**config.mk**
```make
export PLATFORM = sky130hd
export DESIGN_NAME = fid_detector
export DESIGN_NICKNAME = d
export VERILOG_FILES = /design/src/hdl/fid_pkg.sv /design/src/hdl/fid_detector.sv
export SDC_FILE = /design/constraint.sdc
export NUM_CORES = 1
export LEC_CHECK = 0
export BUFFER_PORTS_ARGS = -buffer_cell sky130_fd_sc_hd__clkbuf_2
export CORE_MARGIN = 5
export CORE_UTILIZATION = 66
export CTS_CLUSTER_SIZE = 20
export DETAILED_ROUTE_END_ITERATION = 7
export GPL_TIMING_DRIVEN = 0
export PLACE_DENSITY = 0.95
export SYNTH_ARGS = -nofsm -noshare
export SYNTH_HDL_FRONTEND = slang
export SYNTH_SLANG_ARGS = --single-unit
```
**constraint.sdc**
```tcl
create_clock -name clk -period 17.91 [get_ports clk]
set_input_delay 1.791 -clock clk [delete_from_list [all_inputs] [get_ports clk]]
set_output_delay 1.791 -clock clk [all_outputs]
set_load 0.03 [all_outputs]
```
**src/hdl/fid_pkg.sv**
```systemverilog
// Constants, register layout and carrier types of the field interrupt detector
package fid_pkg;

    // ------------------------------------------------------------------
    // Register offsets
    // ------------------------------------------------------------------
    localparam logic [7:0]  ADDR_CFG2    = 8'h02;
    localparam logic [7:0]  ADDR_CFG3    = 8'h03;
    localparam logic [7:0]  ADDR_PWR     = 8'h27;
    localparam logic [7:0]  ADDR_MEAS    = 8'h28;

    // ------------------------------------------------------------------
    // Field positions
    // ------------------------------------------------------------------
    localparam int          LATCH_BIT    = 5;
    localparam int          HALL_LO      = 19;
    localparam int          NV_EN_BIT    = 21;
    localparam int          NV_ST_BIT    = 22;
    localparam int          MODE_BIT     = 23;
    localparam int          IEN_LO       = 24;
    localparam int          SGN_BIT      = 27;
    localparam int          THR_W        = 6;
    localparam int          MEAS_INT_BIT = 6;

    // ------------------------------------------------------------------
    // Encodings and reset values
    // ------------------------------------------------------------------
    localparam logic [1:0]  HALL_OUTER   = 2'h2;
    localparam logic [1:0]  PWR_DUTY     = 2'h2;
    localparam logic [31:0] CFG2_RST     = 32'h00000000;
    localparam logic [31:0] CFG3_RST     = 32'h00000000;
    localparam logic [31:0] PWR_RST      = 32'h00000000;
    localparam int          UNS_SHIFT    = 5;
    localparam int          SGN_SHIFT    = 6;

    // ------------------------------------------------------------------
    // Types
    // ------------------------------------------------------------------
    typedef logic signed [11:0] fid_samp_t;

    typedef struct packed {
        fid_samp_t x;
        fid_samp_t y;
        fid_samp_t z;
    } fid_axes_t;

    typedef struct packed {
        fid_samp_t xi;
        fid_samp_t yi;
        fid_samp_t zi;
        fid_samp_t xe;
        fid_samp_t xw;
        fid_samp_t yn;
        fid_samp_t ys;
    } fid_raw_t;

    typedef struct packed {
        logic [31:0] cfg2;
        logic [31:0] cfg3;
        logic [31:0] pwr;
        fid_axes_t   meas;
        fid_axes_t   base;
        logic [2:0]  hits;
        logic        intAct;
        logic        intN;
        logic        nvReq;
        logic        lpPrev;
        logic [31:0] rd;
    } fid_state_t;

endpackage : fid_pkg

```
**src/hdl/fid_detector.sv**
```systemverilog
// Field interrupt detector: source select, per-axis compare, pin and status
// Operation
// - Two-bit source field: 0 inner elements, 2 summed outer, 1 reserved.
// - Outer selection: X is east plus west, Y north plus south, Z inner.
// - Each axis has its own interrupt enable; disabled axes never trigger.
// - An event drives the low-active pin and sets the measurement status bit.
// - Latch enabled: pin and status stay asserted after the field subsides.
// - Latch disabled: pin and status release once the condition stops holding.
// - Non-volatile enable set: a detected event writes a non-volatile status bit.
// - Mode bit: 0 absolute threshold compare, 1 change from baseline.
// - Threshold scheme: enabled channel triggers when sample reaches its threshold.
// - Change scheme: last sample stored as baseline on entering duty-cycled mode.
// - Change scheme: each active phase compares new data to baseline against delta.
// - Three shared six-bit fields serve as thresholds or deltas per scheme.
// - Signed bit clear: unsigned level, absolute sample compared, both polarities.
// - Signed bit set: signed level, only one polarity can trigger.
// - Unsigned level is field plus one, times thirty-two, minus one.
// - Signed level is (field plus one) times sixty-four, minus one if non-negative.
// - Power field value 2 selects duty-cycled low-power operation.
`timescale 1ns/1ps

module fid_detector (
    input  wire logic            clk,
    input  wire logic            resetn,
    input  wire logic            regWr,
    input  wire logic            regRd,
    input  wire logic [7:0]      regAddr,
    input  wire logic [31:0]     regWrData,
    input  wire logic            sampleValid,
    input  wire logic            activeStart,
    input  wire fid_pkg::fid_raw_t raw,
    output logic      [31:0]     regRdData,
    output logic                 intN,
    output logic                 nvWrReq
);

    // ------------------------------------------------------------------
    // Helpers
    // ------------------------------------------------------------------
    function automatic fid_pkg::fid_samp_t fidSat(input logic signed [12:0] s);
        if (s > 13'sh07ff) begin
            fidSat = 12'sh7ff;
        end else if (s < -13'sh0800) begin
            fidSat = -12'sh800;
        end else begin
            fidSat = s[11:0];
        end
    endfunction : fidSat

    function automatic logic signed [13:0] fidLevel(input logic [5:0] t,
                                                    input logic       sgn);
        logic signed [13:0] tx;
        tx = sgn ? 14'(signed'(t)) : 14'({8'h00, t});
        if (!sgn) begin
            fidLevel = ((tx + 14'sh1) <<< fid_pkg::UNS_SHIFT) - 14'sh1;
        end else if (!tx[13]) begin
            fidLevel = ((tx + 14'sh1) <<< fid_pkg::SGN_SHIFT) - 14'sh1;
        end else begin
            fidLevel = (tx + 14'sh1) <<< fid_pkg::SGN_SHIFT;
        end
    endfunction : fidLevel

    function automatic logic fidHit(input logic signed [13:0] v,
                                    input logic [5:0]         t,
                                    input logic               sgn);
        logic signed [13:0] lv;
        logic signed [13:0] av;
        lv = fidLevel(t, sgn);
        av = v[13] ? -v : v;
        if (!sgn) begin
            fidHit = av >= lv;
        end else if (!t[5]) begin
            fidHit = v >= lv;
        end else begin
            fidHit = v <= lv;
        end
    endfunction : fidHit

    // ------------------------------------------------------------------
    // State
    // ------------------------------------------------------------------
    fid_pkg::fid_state_t st;
    fid_pkg::fid_state_t nx;

    logic              latchEn;
    logic              nvEn;
    logic              deltaMode;
    logic              sgnEn;
    logic [2:0]        axisEn;
    logic [1:0]        hallSel;
    logic              lpNow;
    logic              evalNow;
    logic              clrReq;
    logic              cond;
    fid_pkg::fid_axes_t newS;
    logic [2:0]        newHits;

    assign latchEn   = st.cfg2[fid_pkg::LATCH_BIT];
    assign hallSel   = st.cfg2[fid_pkg::HALL_LO +: 2];
    assign nvEn      = st.cfg3[fid_pkg::NV_EN_BIT];
    assign deltaMode = st.cfg3[fid_pkg::MODE_BIT];
    assign sgnEn     = st.cfg3[fid_pkg::SGN_BIT];
    assign axisEn    = st.cfg3[fid_pkg::IEN_LO +: 3];
    assign lpNow     = st.pwr[1:0] == fid_pkg::PWR_DUTY;
    assign clrReq    = regWr && (regAddr == fid_pkg::ADDR_MEAS);

    // ------------------------------------------------------------------
    // Source select and comparison
    // ------------------------------------------------------------------
    always_comb begin
        newS.z = raw.zi;
        if (hallSel == fid_pkg::HALL_OUTER) begin
            newS.x = fidSat(13'(raw.xe) + 13'(raw.xw));
            newS.y = fidSat(13'(raw.yn) + 13'(raw.ys));
        end else begin
            newS.x = raw.xi;
            newS.y = raw.yi;
        end
    end

    // Change scheme only evaluates at the start of an active phase
    assign evalNow = sampleValid && (!deltaMode || (lpNow && activeStart));

    always_comb begin
        logic signed [13:0] vx;
        logic signed [13:0] vy;
        logic signed [13:0] vz;
        vx = 14'(newS.x);
        vy = 14'(newS.y);
        vz = 14'(newS.z);
        if (deltaMode) begin
            vx = 14'(newS.x) - 14'(st.base.x);
            vy = 14'(newS.y) - 14'(st.base.y);
            vz = 14'(newS.z) - 14'(st.base.z);
        end
        newHits[0] = fidHit(vx, st.cfg3[0 +: fid_pkg::THR_W], sgnEn);
        newHits[1] = fidHit(vy, st.cfg3[6 +: fid_pkg::THR_W], sgnEn);
        newHits[2] = fidHit(vz, st.cfg3[12 +: fid_pkg::THR_W], sgnEn);
    end

    // ------------------------------------------------------------------
    // Next state
    // ------------------------------------------------------------------
    always_comb begin
        nx       = st;
        nx.nvReq = 1'b0;
        nx.lpPrev = lpNow;
        cond     = 1'b0;
        if (regWr) begin
            case (regAddr)
                fid_pkg::ADDR_CFG2: begin
                    nx.cfg2 = regWrData;
                end
                fid_pkg::ADDR_CFG3: begin
                    nx.cfg3 = regWrData;
                end
                fid_pkg::ADDR_PWR: begin
                    nx.pwr = regWrData;
                end
                default: begin
                    nx.cfg2 = st.cfg2;
                end
            endcase
        end
        if (lpNow && !st.lpPrev) begin
            nx.base = st.meas;
        end
        if (sampleValid) begin
            nx.meas = newS;
        end
        if (evalNow) begin
            nx.hits = newHits;
        end
        cond = |(nx.hits & axisEn);
        // A fresh event wins over a clear in the same cycle
        nx.intAct = cond || (st.intAct && latchEn && !clrReq);
        nx.intN   = !nx.intAct;
        if (nx.intAct && !st.intAct && nvEn) begin
            nx.cfg3[fid_pkg::NV_ST_BIT] = 1'b1;
            nx.nvReq = 1'b1;
        end
        if (regRd) begin
            case (regAddr)
                fid_pkg::ADDR_CFG2: begin
                    nx.rd = st.cfg2;
                end
                fid_pkg::ADDR_CFG3: begin
                    nx.rd = st.cfg3;
                end
                fid_pkg::ADDR_PWR: begin
                    nx.rd = st.pwr;
                end
                fid_pkg::ADDR_MEAS: begin
                    nx.rd = {st.meas.x[11:4], st.meas.y[11:4], st.meas.z[11:4], 8'h00};
                    nx.rd[fid_pkg::MEAS_INT_BIT] = st.intAct;
                end
                default: begin
                    nx.rd = 32'h00000000;
                end
            endcase
        end
    end

    always_ff @(posedge clk or negedge resetn) begin
        if (!resetn) begin
            st        <= '0;
            st.cfg2   <= fid_pkg::CFG2_RST;
            st.cfg3   <= fid_pkg::CFG3_RST;
            st.pwr    <= fid_pkg::PWR_RST;
            st.intN   <= 1'b1;
        end else begin
            st <= nx;
        end
    end

    assign regRdData = st.rd;
    assign intN      = st.intN;
    assign nvWrReq   = st.nvReq;
endmodule : fid_detector

```
==> impl_metrics.csv <==
group,metric,value,unit
timing,period_needed,9640,ps
floorplan,dieHeight,167,um
clock_network,cts_setup_buffers,0,
timing,worst_slew_pin_slew,1320,ps
detailed_routing,antenna_left,0,
detailed_routing,post_drt_wl_per_cell,21.7,um
global_routing,grt_use_met1,41.8,%
global_routing,grt_use_met3,6.98,%
flow_run,maxCapViolations,0,
detailed_routing,vias,15200,
detailed_routing,first_pass_iters,8,
clock_network,ctsHoldBuffers,0,
global_routing,grt.busiest_layer,"met2",
clock_network,tritoncts,"done",
detailed_routing,viasPerCell,6.60,
logic_synthesis,synth_cell_types,100,
critical_path,ff2ff_setup_slack,9680,ps
critical_path,endpoint_kind,"register",
critical_path,worst_ep_arrival_time,10010,ps
outcome,violations,"DRC",
logic_synthesis,ys_seq_area_share,31.7,%
clock_network,cts_sinks,207,
finish,fillCellCount,1620,
critical_path,cp-start-kind,"primary input",
critical_path,worst_path_most_repeated_cell,"o21ai_0",
timing,rsz0062_at_grt,"false",
clock_network,cts-root-buf,"clkbuf_16",
timing,setup-violations-final,0,
critical_path,cp.required,18280,ps
timing,period_share,53.8,%
critical_path,critPathMaxStageDelay,610,ps
detailed_routing,drtIter0Drc,1799,
timing,relSlewSlack,11.1,%
floorplan,die_x,167,um
critical_path,cpLargestDelayFamily,"compound AO/OA/AOI/OAI gates",
floorplan,coreArea,0.0243,mm^2
timing,hold_viol,0,
detailed_routing,drc,5,
global_routing,grt_pass1_vias,15600,
timing,drv_slew,0,
logic_synthesis,synth_largest_area_cell,"dfrtp_1",
critical_path,r2r-end,"st[165]",
logic_synthesis,synth_ff_type,"dfrtp_1",
clock_network,cts_made_buffers,23,
logic_synthesis,synth.avg_cell_area,9.19,um^2
finish,nNetsFinal,2250,
logic_synthesis,ys_warn_count,0,
finish,antennaDiodeCount,0,
placed_design,io_buffer_count,162,
logic_synthesis,synth_edf_count,0,
timing,clock_skew,30.2,ps
logic_synthesis,synthTopCellsByArea,"dfrtp_1 32%, ha_1 11%, mux2_2 9.4%, xnor2_1 3.5%, o21ai_0 3.4%",
critical_path,path_buf_inv,3,
critical_path,crit-reg2reg-launch,"hallSel[1]",
worst_hold_path,hold_start,"st[100]",
global_routing,grtUsageTotal,34.6,%
power_and_ir_drop,power.leakage,8.57,nW
power_and_ir_drop,irDropWorstVdd,0.0528,mV
worst_hold_path,holdPathEnd,"st[64]",
clock_network,clkSlewWorstSetupHoldPaths,60,ps
worst_hold_path,hold_depth,2,
floorplan,num_io_pins,164,
placed_design,dpl.hpwl,37.6,mm
logic_synthesis,syn_area,0.0163,mm^2
placed_design,place.gp.congestion,0.989,
global_routing,antenna_found_initial,2,
clock_network,htree_levels,1,
logic_synthesis,async_flop_share,100,%
clock_network,cts_resized,0,
global_routing,grt_pass1_wl,79.9,mm
logic_synthesis,synthCells,1778,
floorplan,start_util,67.2,%
global_routing,grt_max_degree,121,
outcome,outcome,"finished, violations left",
finish,drive_gt1_share,21.7,%
floorplan,die_area,0.0280,mm^2
worst_hold_path,worstHoldPathType,"register to register",
clock_network,clockBufferDepth,3,
finish,syn_to_final_growth,12.7,%
critical_path,crit_type,"primary input to register",
critical_path,worstPathMaxFanout,10,
power_and_ir_drop,total_power,1.64,mW
global_routing,grt-ovfl-total,0,
timing,fmax,104,MHz
global_routing,use_met2,57.6,%
critical_path,reg2regPathDepth,26,
floorplan,rows,57,
logic_synthesis,synth_top_cell_area_share,31.6,%
logic_synthesis,synth-seq-cells,207,
clock_network,worstSkewPairLatency,530,ps
detailed_routing,routed_wl,50.0,mm
timing,setup-tns-final,0,ps
critical_path,crit_path_top_delay_cell,"a311oi_1",
power_and_ir_drop,p_per_area,89.0,mW/mm^2
kinds of logic after synthesis:
kind of cell / synth area share (%)
other cells: 0.0230
fa+ha+maj: 11.9
simple gates: 12.8
compound gates: 21.9
mux: 10.2
flops: 31.7
xor+xnor: 4.93
buf+inv: 6.55
routing by layer:
| metal | vias to the layer above | wire length [um] | part of all wire [%] |
|---|---|---|---|
| li1 | 6852 | - | - |
| met1 | 7237 | 18400 | 37 |
| met2 | 903 | 23500 | 47 |
| met3 | 255 | 4620 | 9.2 |
| met4 | 2 | 3510 | 7.0 |
| met5 | - | 7 | 0.014 |
cell usage in the layout, fill, tap and decap left out, types with 30 or more instances in the layout:
cell and n:
a21o_1 40, a21oi_1 96, buf_4 35, clkbuf_1 67
clkbuf_2 161, dfrtp_1 206, ha_1 147, inv_1 130
mux2_2 136, nand2_1 131, nor2_1 103, nor3_1 30
o21ai_0 112, o22ai_1 39, xnor2_1 65
power by group:
part	switching (mW)	internal, mW	leakage (nW)
clock	0.203	0.306	0.391
combinational	0.336	0.240	5.44
sequential	0.0324	0.521	2.74
total	0.572	1.07	8.57
Yosys cell counts, types with 39 or more instances:
| cell type | instances |
|---|---|
| a21o_1 | 40 |
| a21oi_1 | 96 |
| clkbuf_1 | 62 |
| dfrtp_1 | 206 |
| ha_1 | 147 |
| inv_1 | 130 |
| mux2_2 | 136 |
| nand2_1 | 131 |
| nor2_1 | 103 |
| o21ai_0 | 112 |
| o22ai_1 | 39 |
| xnor2_1 | 65 |
how the worst max path moves through the flow:
stage	from	end	cells after the start
global route	raw[24]	st[165]	33
CTS	raw[24]	st[165]	33
detailed placement	raw[24]	st[165]	33
finish	raw[24]	st[165]	33
floorplan	raw[0]	st[165]	33
global placement	raw[24]	st[165]	33
registers in the layout (all words and copies together), names as in the netlist:
name and count:
nvEn 1, st 164, sgnEn 1, hallSel 2, axisEn 3, regRdData 32
intN 1, latchEn 1, nvWrReq 1, deltaMode 1
stage by stage:
step / utilization [%] / std cells / setup slack (ps) / area (um^2) / hold slack (ps)
6_report: 75.7 / 2309 / 8270 / 18400 / 486
5_1_grt: 75.7 / 2309 / 7980 / 18400 / 508
4_1_cts: 75.7 / 2309 / 8550 / 18400 / 486
3_5_place_dp: 72.4 / 2267 / 8200 / 17600 / 466
3_3_place_gp: 72.2 / 2266 / 8470 / 17600 / 453
2_1_floorplan: - / 1780 / 9790 / 16300 / 439
tightest hold or removal path, cell delays in order, from the launching register on:
cell and delay, ps:
dfrtp_1 340, nand2_1 50, o21ai_0 60
final cells by class:
class | count | area [um^2] | area share, %
multi-input cells | 1326 | 10100 | 54.8
flip-flops and latches | 207 | 5180 | 28.2
repair buffers | 163 | 847 | 4.60
clock buffers | 30 | 622 | 3.38
plain buffers | 116 | 578 | 3.14
inverters | 131 | 492 | 2.67
well taps | 324 | 405 | 2.20
clock inverters | 12 | 188 | 1.02
Note: power is estimated with default switching activity, not from simulation.
